$ cat config.mk
export PLATFORM = sky130hd
export DESIGN_NAME = perf_mon_ch1
export DESIGN_NICKNAME = d
export VERILOG_FILES = /design/src/common/perf_mon_pkg.sv /design/src/logic/latency_tracker.sv /design/src/logic/perf_mon_ch1.sv
export SDC_FILE = /design/constraint.sdc
export NUM_CORES = 1
export LEC_CHECK = 0
export BUFFER_PORTS_ARGS = -buffer_cell sky130_fd_sc_hd__buf_2
export CORE_MARGIN = 2
export CORE_UTILIZATION = 30
export DETAILED_ROUTE_END_ITERATION = 10
export PLACE_DENSITY = 0.5
export SKIP_CTS_REPAIR_TIMING = 1
export SLEW_MARGIN = 40
export SYNTH_ARGS = -nofsm -noshare
export SYNTH_HDL_FRONTEND = slang
export SYNTH_HIERARCHICAL = 1
export SYNTH_SLANG_ARGS = --single-unit
$ cat constraint.sdc
create_clock -name sys_clk_in -period 4.9 [get_ports sys_clk_in]
set_clock_uncertainty 0.2 [all_clocks]
set_input_delay 0.49 -clock sys_clk_in [delete_from_list [all_inputs] [get_ports sys_clk_in]]
set_output_delay 0.49 -clock sys_clk_in [all_outputs]
set_load 0.005 [all_outputs]
$ cat src/common/perf_mon_pkg.sv
/*
 * Package for the channel-1 performance monitor: register offsets, field
 * layouts, reset values, peripheral identifier encoding and event carrier.
 * Assumes a 32-bit plain register port with byte offsets.
 */
package perf_mon_pkg;

    localparam int ADDR_W = 12;
    localparam int DATA_W = 32;
    localparam int LATENCY_W = 16;
    localparam int CNT_W = 32;
    localparam int PERIPH_ID_W = 5;

    localparam logic [ADDR_W-1:0] OFS_CH1_READ_MAX_LATENCY = 12'h0824;
    localparam logic [ADDR_W-1:0] OFS_CH1_WRITE_DATA_CYCLES = 12'h0828;
    localparam logic [ADDR_W-1:0] OFS_CH1_WRITE_STALL_CYCLES = 12'h082c;
    localparam logic [ADDR_W-1:0] OFS_CH1_WRITE_MAX_LATENCY = 12'h0830;
    localparam logic [ADDR_W-1:0] OFS_MODULE_VERSION = 12'h0834;
    // stand-in for the monitor control register, which lives outside this block
    localparam logic [ADDR_W-1:0] OFS_MONITOR_CONTROL = 12'h0800;
    localparam int CHANNEL1_COUNTER_RESET_BIT = 1;

    localparam logic [LATENCY_W-1:0] LATENCY_RESET = 16'h0000;
    localparam logic [LATENCY_W-1:0] LATENCY_MAX = 16'hffff;
    localparam logic [CNT_W-1:0] CNT_RESET = 32'h0000_0000;
    localparam logic [CNT_W-1:0] CNT_ONE = 32'h0000_0001;
    localparam logic [LATENCY_W-1:0] LATENCY_ONE = 16'h0001;
    localparam logic [DATA_W-1:0] RDATA_ZERO = 32'h0000_0000;

    localparam int VERSION_LSB = 0;
    localparam int VERSION_W = 12;
    localparam int VARIANT_LSB = 16;
    localparam int VARIANT_W = 4;
    // arbitrary neutral values
    localparam logic [VERSION_W-1:0] VERSION_DEFAULT = 12'h001;
    localparam logic [VARIANT_W-1:0] VARIANT_DEFAULT = 4'h0;

    localparam int NUM_CHANNELS = 8;

    localparam logic [PERIPH_ID_W-1:0] PERIPH_ID_RX_FIRST = 5'h00;
    localparam logic [PERIPH_ID_W-1:0] PERIPH_ID_RX_LAST = 5'h0b;
    localparam logic [PERIPH_ID_W-1:0] PERIPH_ID_TX_FIRST = 5'h0c;
    localparam logic [PERIPH_ID_W-1:0] PERIPH_ID_TX_LAST = 5'h17;

    typedef enum logic [3:0] {
        PERIPH_NONE,
        PERIPH_ANALOG_CONV,
        PERIPH_SYNC_SERIAL,
        PERIPH_ASYNC_SERIAL0,
        PERIPH_ASYNC_SERIAL1,
        PERIPH_ASYNC_SERIAL2,
        PERIPH_ASYNC_SERIAL3,
        PERIPH_TWO_WIRE_MASTER0,
        PERIPH_TWO_WIRE_MASTER1,
        PERIPH_TWO_WIRE_SLAVE0,
        PERIPH_TWO_WIRE_SLAVE1,
        PERIPH_SERIAL_PERIPH0,
        PERIPH_SERIAL_PERIPH1,
        PERIPH_AUDIO_CONV
    } periph_t;

    typedef enum logic [1:0] {
        DIR_NONE,
        DIR_RX,
        DIR_TX
    } dir_t;

    typedef struct packed {
        periph_t periph;
        dir_t dir;
        logic valid;
    } handshake_t;

    // activity of channel 1 as seen on the peripheral-dma bus, one cycle each
    typedef struct packed {
        logic read_wait;
        logic read_start;
        logic write_wait;
        logic write_start;
        logic write_data;
        logic write_stall;
    } ch_event_t;

    typedef struct packed {
        logic wr;
        logic rd;
        logic [ADDR_W-1:0] addr;
        logic [DATA_W-1:0] wdata;
    } reg_req_t;

endpackage : perf_mon_pkg

$ cat src/logic/latency_tracker.sv
/*
 * One saturating latency tracker: counts wait cycles of the transfer in
 * flight and keeps the largest count seen.
 * Assumes wait and start pulses on the same clock as the tracker.
 */
`timescale 1ns/1ps
`default_nettype none
module latency_tracker
    import perf_mon_pkg::*;
#(
    parameter int WIDTH = LATENCY_W
) (
    input wire logic sys_clk_in,
    input wire logic nrst_in,
    input wire logic clear_in,
    input wire logic wait_in,
    input wire logic start_in,
    output logic [WIDTH-1:0] max_out
);

    typedef struct packed {
        logic [WIDTH-1:0] cur;
        logic [WIDTH-1:0] max;
    } latency_state_t;

    latency_state_t state_reg;
    latency_state_t state_next;

    always_comb begin
        state_next = state_reg;
        if (clear_in) begin
            state_next.cur = '0;
            state_next.max = '0;
        end else begin
            if (wait_in && state_reg.cur != '1) begin
                state_next.cur = state_reg.cur + WIDTH'(1);
            end
            if (start_in) begin
                if (state_reg.cur > state_reg.max) begin
                    state_next.max = state_reg.cur;
                end
                state_next.cur = '0;
            end
        end
    end

    always_ff @(posedge sys_clk_in) begin
        if (!nrst_in) begin
            state_reg <= '0;
        end else begin
            state_reg <= state_next;
        end
    end

    assign max_out = state_reg.max;

endmodule : latency_tracker
`default_nettype wire

$ cat src/logic/perf_mon_ch1.sv
/*
 * Channel-1 performance monitor of the peripheral DMA unit with version
 * register and peripheral identifier decode.
 * Assumes event strobes from channel-1 bus logic on sys_clk_in and a plain
 * register port with read data one cycle after the read strobe.
 */
`timescale 1ns/1ps
`default_nettype none
module perf_mon_ch1
    import perf_mon_pkg::*;
#(
    parameter logic [VERSION_W-1:0] VERSION_NUM = VERSION_DEFAULT,
    parameter logic [VARIANT_W-1:0] VARIANT_NUM = VARIANT_DEFAULT,
    parameter int CHANNELS = NUM_CHANNELS
) (
    input wire logic sys_clk_in,
    input wire logic nrst_in,
    input wire logic [ADDR_W-1:0] addr_in,
    input wire logic [DATA_W-1:0] wdata_in,
    input wire logic wr_in,
    input wire logic rd_in,
    output logic [DATA_W-1:0] rdata_out,
    input wire ch_event_t event_in,
    input wire logic [PERIPH_ID_W-1:0] peripheral_identifier_in,
    output handshake_t handshake_out,
    output logic [3:0] channel_count_out
);

    function automatic handshake_t decode_periph_id(input logic [PERIPH_ID_W-1:0] periph_id);
        handshake_t h;
        h = '{periph: PERIPH_NONE, dir: DIR_NONE, valid: 1'b0};
        if (periph_id <= PERIPH_ID_RX_LAST) begin
            h.dir = DIR_RX;
            h.valid = 1'b1;
            unique case (periph_id)
                5'h00: h.periph = PERIPH_ANALOG_CONV;
                5'h01: h.periph = PERIPH_SYNC_SERIAL;
                5'h02: h.periph = PERIPH_ASYNC_SERIAL0;
                5'h03: h.periph = PERIPH_ASYNC_SERIAL1;
                5'h04: h.periph = PERIPH_ASYNC_SERIAL2;
                5'h05: h.periph = PERIPH_ASYNC_SERIAL3;
                5'h06: h.periph = PERIPH_TWO_WIRE_MASTER0;
                5'h07: h.periph = PERIPH_TWO_WIRE_MASTER1;
                5'h08: h.periph = PERIPH_TWO_WIRE_SLAVE0;
                5'h09: h.periph = PERIPH_TWO_WIRE_SLAVE1;
                5'h0a: h.periph = PERIPH_SERIAL_PERIPH0;
                default: h.periph = PERIPH_SERIAL_PERIPH1;
            endcase
        end else if (periph_id >= PERIPH_ID_TX_FIRST && periph_id <= PERIPH_ID_TX_LAST) begin
            h.dir = DIR_TX;
            h.valid = 1'b1;
            unique case (periph_id)
                5'h0c: h.periph = PERIPH_SYNC_SERIAL;
                5'h0d: h.periph = PERIPH_ASYNC_SERIAL0;
                5'h0e: h.periph = PERIPH_ASYNC_SERIAL1;
                5'h0f: h.periph = PERIPH_ASYNC_SERIAL2;
                5'h10: h.periph = PERIPH_ASYNC_SERIAL3;
                5'h11: h.periph = PERIPH_TWO_WIRE_MASTER0;
                5'h12: h.periph = PERIPH_TWO_WIRE_MASTER1;
                5'h13: h.periph = PERIPH_TWO_WIRE_SLAVE0;
                5'h14: h.periph = PERIPH_TWO_WIRE_SLAVE1;
                5'h15: h.periph = PERIPH_SERIAL_PERIPH0;
                5'h16: h.periph = PERIPH_SERIAL_PERIPH1;
                default: h.periph = PERIPH_AUDIO_CONV;
            endcase
        end
        return h;
    endfunction : decode_periph_id

    typedef struct packed {
        logic [CNT_W-1:0] wdata_cnt;
        logic [CNT_W-1:0] wstall_cnt;
        logic [DATA_W-1:0] rdata;
        handshake_t hs;
        logic [3:0] chan_cnt;
    } mon_state_t;

    mon_state_t state_reg;
    mon_state_t state_next;

    logic latency_clear;
    logic [LATENCY_W-1:0] read_max;
    logic [LATENCY_W-1:0] write_max;

    // a write to any latency register is ignored; only the reset bit clears
    assign latency_clear = wr_in && addr_in == OFS_MONITOR_CONTROL
        && wdata_in[CHANNEL1_COUNTER_RESET_BIT];

    latency_tracker #(
        .WIDTH(LATENCY_W)
    ) u_read_latency (
        .sys_clk_in(sys_clk_in),
        .nrst_in(nrst_in),
        .clear_in(latency_clear),
        .wait_in(event_in.read_wait),
        .start_in(event_in.read_start),
        .max_out(read_max)
    );

    latency_tracker #(
        .WIDTH(LATENCY_W)
    ) u_write_latency (
        .sys_clk_in(sys_clk_in),
        .nrst_in(nrst_in),
        .clear_in(latency_clear),
        .wait_in(event_in.write_wait),
        .start_in(event_in.write_start),
        .max_out(write_max)
    );

    always_comb begin
        state_next = state_reg;
        state_next.hs = decode_periph_id(peripheral_identifier_in);
        state_next.chan_cnt = 4'(CHANNELS);
        if (event_in.write_data) begin
            state_next.wdata_cnt = state_reg.wdata_cnt + CNT_ONE;
        end
        if (event_in.write_stall) begin
            state_next.wstall_cnt = state_reg.wstall_cnt + CNT_ONE;
        end
        state_next.rdata = RDATA_ZERO;
        if (rd_in) begin
            unique case (addr_in)
                OFS_CH1_READ_MAX_LATENCY: state_next.rdata = {16'h0000, read_max};
                OFS_CH1_WRITE_DATA_CYCLES: state_next.rdata = state_reg.wdata_cnt;
                OFS_CH1_WRITE_STALL_CYCLES: state_next.rdata = state_reg.wstall_cnt;
                OFS_CH1_WRITE_MAX_LATENCY: state_next.rdata = {16'h0000, write_max};
                OFS_MODULE_VERSION: begin
                    state_next.rdata[VERSION_LSB +: VERSION_W] = VERSION_NUM;
                    state_next.rdata[VARIANT_LSB +: VARIANT_W] = VARIANT_NUM;
                end
                default: state_next.rdata = RDATA_ZERO;
            endcase
        end
    end

    always_ff @(posedge sys_clk_in) begin
        if (!nrst_in) begin
            state_reg <= '0;
        end else begin
            state_reg <= state_next;
        end
    end

    assign rdata_out = state_reg.rdata;
    assign handshake_out = state_reg.hs;
    assign channel_count_out = state_reg.chan_cnt;

endmodule : perf_mon_ch1
`default_nettype wire

# == After elaboration in Yosys (flattened, before gate mapping) ==
# Memories as Yosys holds them, arrays and structs flattened.
# Cells that the tools add are included.
# word_totals
romBits,192
out_inout_bits,43
word_cells,52
mem_count,2
input_bits,59
regBits,171
# classes
add_sub_neg,4
reduce_logical,12
n_mux,8
n_bitwise,1
n_eq_ne,8
magnitude_cmp,5
# memory_table
memory,depth,width,read_ports,rd_ports_with_merged_regs,write_ports,line_no,source
(no name shown),32,4,1,0,0,perf_mon_ch1.sv:52,unique case (periph_id)
(no name shown),16,4,1,0,0,perf_mon_ch1.sv:35,unique case (periph_id)
# ops
operator,count
"== test 12 bit, second input constant",6
"adder 32 x 1 -> 32 bit, second input constant",2
one-hot mux 12 bit (5 select lines),1
"adder 16 x 1 -> 16 bit, second input constant",2
greater-than comparator 16 bit,2
"!= test 16 bit, second input constant",2
one-hot mux 12 bit (2 select lines),1
one-hot mux 4 bit (4 select lines),1
two-way mux 7 bit,2
two-way mux 4 bit,2
one-hot mux 4 bit (2 select lines),1
AND reduction 2 bit,3
OR reduction 3 bit,2
">= comparator 5 x 4 -> 1 bit, second input constant",1
"less-or-equal comparator 5 x 4 -> 1 bit, second input constant",1
"less-or-equal comparator 5 bit, second input constant",1
logical AND 1 bit,5
OR reduction 2 bit,2
inverter 1 bit,1

# == Depth between registers and ports, before layout ==
# logic_depth
ltp_word,4
mapped_depth,9
mapped_depth_nobuf,7

# == By module ==
# Netlist, hierarchy kept.
# by_module_without_submodules
module,seq_area_each_um2,instances,area_per_inst_um2,cells_each
perf_mon_ch1,2082.0,1,5255.0,588
latency_tracker,640.6,2,1964.4,208

# == Worst setup path before layout ==
# No wires, ideal clock.
# synth_path
kind,in2reg
from,input port addr_in[3]
to,register u_read_latency.state_reg (netlist bit u_read_latency/max_out[6])
setup_time_ns,0.059
arrival_ns,2.289
cell_stages,9
path_buffers,3
required_ns,4.641
setup_slack_ns,2.352
path_cell_list,clkbuf_1 > clkbuf_1 > nor3_1 > and4_1 > nand2b_1 > or2_2 > a31oi_4 > buf_4 > a22o_1
# synth_between
elab_chain_cells,4
# synth_lines
item,line_no,source
from (decl),perf_mon_ch1.sv:18,"input wire logic [ADDR_W-1:0] addr_in,"
== test 12 bit,perf_mon_ch1.sv:86,assign latency_clear = wr_in && addr_in == OFS_MONITOR_CONTROL
logical AND 1 bit,perf_mon_ch1.sv:86,
logical AND 1 bit,perf_mon_ch1.sv:87,&& wdata_in[CHANNEL1_COUNTER_RESET_BIT];
named net latency_clear,perf_mon_ch1.sv:81,logic latency_clear;
OR reduction 2 bit (no line),--,
to (signal assigned),latency_tracker.sv:51,state_reg <= state_next;
to (decl),latency_tracker.sv:26,latency_state_t state_reg;
# The timed path passes the listed nets, and every way through them passes these cells.
# A chain may end at the register's enable or synchronous reset.

# == Worst setup path after layout ==
# layout_path
from,register state_reg[48] (netlist name)
to,register state_reg[74] (netlist name)
# layout_between
elab_chain_cells,1
# layout_lines
item,line_no,source
from (decl),perf_mon_ch1.sv:78,mon_state_t state_reg;
from (signal assigned),perf_mon_ch1.sv:141,state_reg <= state_next;
adder 32 x 1 -> 32 bit,perf_mon_ch1.sv:119,state_next.wstall_cnt = state_reg.wstall_cnt + CNT_ONE;
# No other way between the ends.

==> results.cfg <==
[logic_synthesis]
synthesis.area_um2 = 9180
synthArstFlopShare_pct = 0
ys_top_cells_by_count = 168 x dfxtp_1, 79 x buf_4, 72 x nor2_1, 62 x a22o_1, 52 x nand2_1
synth_top_area_share_pct = 36.6
synth_area_leaders = dfxtp_1 37%, buf_4 6.5%, a22o_1 5.9%
synthCells = 1004
synth_compound_area_share_pct = 19.5
ys_warn_count = 6
synth-simple-area-share_pct = 20.5
ys_seq_area_share_pct = 36.6
muxShareOfSynthArea_pct = 2.82
synthXorXnorAreaFrac_pct = 4.10
yosysTopAreaCell = dfxtp_1
synth_edf_count = 0
ys_seq_elements = 168
synth_top_family_by_area = simple AND/OR/NAND/NOR gates
yosysMostFrequentCell = dfxtp_1
synth_cell_types = 69
synth_adder_area_share_pct = 5.86
synth_ff_type = dfxtp_1
syn_avg_cell_area_um2 = 9.15

[pwr]
p_clk_share_pct = 47.6
irDropWorstVdd_mv = 0.236
p_leak_nw = 3.55
powerDensity_nw_per_um2 = 290
finalPower_mw = 2.86
pwr-share-comb_pct = 4.1
internal-power_mw = 2.17
pwr-share-seq_pct = 48.4
switchingPower_uw = 694
p_sw_share_pct = 24.3

[final_layout]
utilization_pct = 32.5
finalNetCount = 1077
area_delta_synth_final_pct = 7.36
antenna_cells = 0
finalNonFillerCells = 1384
layout-drive-gt1-share_pct = 15.8
largest_register_ff_count = 64

[placed_design]
placed_cells = 1352
place_congestion = 0.759
port_buffers = 67
dp_hpwl_um = 15500

[timing]
worst_pin_slew_ns = 0.793
whs_ns = 0.137
post-route-min-period_ns = 2.53
finalHoldViolations = 0
fmax_mhz = 396
relSlewSlack_pct = 47.1
finalSetupTns_ns = 0
setup_viol = 0
fin_crit_sh_pct = 51.6
rsz0062_at_grt = no
drv_slew = 0

[grt]
grt_pass1_vias = 6662
grt_pass1_wl_um = 35100
overflow = 0
grt_max_degree = 52
grt_usage_pct = 14.0
antenna_found_initial = 1

[drt]
drt_pass1_iterations = 4
antenna_left = 0
drc = 0
wire_per_inst_um = 15.6
wirelength_um = 21600
vias = 7061
via_per_inst = 5.10
drtIter0Drc = 316

[critical_path]
rrSetupSlack_ns = 2.37
reg2reg_to = state_reg[74]
critPathKind = flip-flop to flip-flop
worst_ep_required_time_ns = 5.07
crit_path_start_kind = flip-flop
crit_arrival_ns = 2.70
cp-endpoint = state_reg[74]
ff2ff_path_depth = 4
r2r-start = state_reg[48]
startpoint = state_reg[48]
cp-end-kind = flip-flop
cp_max_fo = 16

[hold_path]
hold_class = primary input to flip-flop

[die]
die-area_um2 = 32000
start_util_pct = 30.3
die_y_um = 179
die_x_um = 179
num_rows = 64
design.portCount = 102
core_area_um2 = 30300

[clock_tree]
cts_sinks = 168
numCtsBuffers = 17
clk_latency_ns = 0.44
cts-root-buf = clkbuf_16
clk_pin_slew_ns = 0.07
clock_path_buffers = 2
tritoncts = done
h-tree-depth = 4

[flow_run]
maxCapViolCount = 0

[status]
status = complete, no violations
logic make-up after synthesis:
kind of cell    after synthesis
compound gates              231
xor+xnor                     43
fa+ha+maj                    43
buf+inv                     171
flops                       168
mux                          24
other cells                   1
simple gates                323
routing by layer:
metal / track usage, % / vias to the layer above / wire length [um]
met1: 18.5 / 3402 / 10600
met4: 5.01 / 0 / 382
li1: - / 3561 / -
met2: 22.5 / 76 / 10000
met3: 2.91 / 22 / 599
met5: 0 / - / 0
cell usage in the layout (no fill, tap or decap), types with 15 or more instances in the layout:
cell,netlist,routed
o31ai_1,16,16
or3_1,18,18
inv_1,50,50
nand2_1,52,52
a21oi_1,48,48
nand2b_1,15,15
nand3_1,33,33
ha_1,43,43
clkbuf_16,0,17
or4_1,21,21
a22o_1,62,62
buf_2,6,67
o21ai_0,23,23
a22oi_1,16,16
nor2_1,72,72
dfxtp_1,168,168
xnor2_1,25,25
mux2_2,15,15
nand4_1,27,27
xor2_1,18,18
cell type report:
class / count / area [um2]
inverters: 51 / 191
multi-input cells: 667 / 4870
well taps: 396 / 495
clock inverters: 11 / 113
clock buffers: 21 / 470
flip-flops and latches: 168 / 3360
repair buffers: 70 / 358
fillers: 3187 / 20500
worst min-delay path by stage:
| stage | startpoint | end | slack, ns | cells past startpoint |
|---|---|---|---|---|
| 2_1_floorplan | state_reg[106] | state_reg[106] | 0.24 | 2 |
| 3_3_place_gp | state_reg[74] | state_reg[74] | 0.26 | 2 |
| 3_5_place_dp | state_reg[74] | state_reg[74] | 0.27 | 2 |
| 4_1_cts | peripheral_identifier_in[0] | handshake_out[3] | 0.12 | 2 |
| 5_1_grt | peripheral_identifier_in[0] | handshake_out[3] | 0.13 | 2 |
| 6_report | peripheral_identifier_in[0] | handshake_out[3] | 0.14 | 2 |
power by group through the flow:
| stage | registers (mW) | logic (mW) | clock network (mW) |
|---|---|---|---|
| detailed placement | 1.42 | 0.117 | 0 |
| floorplan | 1.41 | 0.0904 | 0 |
| finish | 1.38 | 0.117 | 1.36 |
| global route | 1.38 | 0.131 | 1.48 |
| CTS | 1.38 | 0.118 | 1.42 |
| global placement | 1.42 | 0.116 | 0 |
metrics by stage:
step	worst slack [ns]	cell area [um2]
floorplan	2.35	9190
global placement	1.95	9270
detailed placement	1.94	9270
CTS	2.37	9860
global route	2.22	9860
finish	2.37	9860
worst max-delay path, cell delays in order, from the launching register on:
cell and delay (ns):
dfxtp_1 0.43, nand4_1 0.23, or4_1 0.86, or4_1 0.58, a21oi_1 0.15
Note: power is estimated with default switching activity, not from simulation.
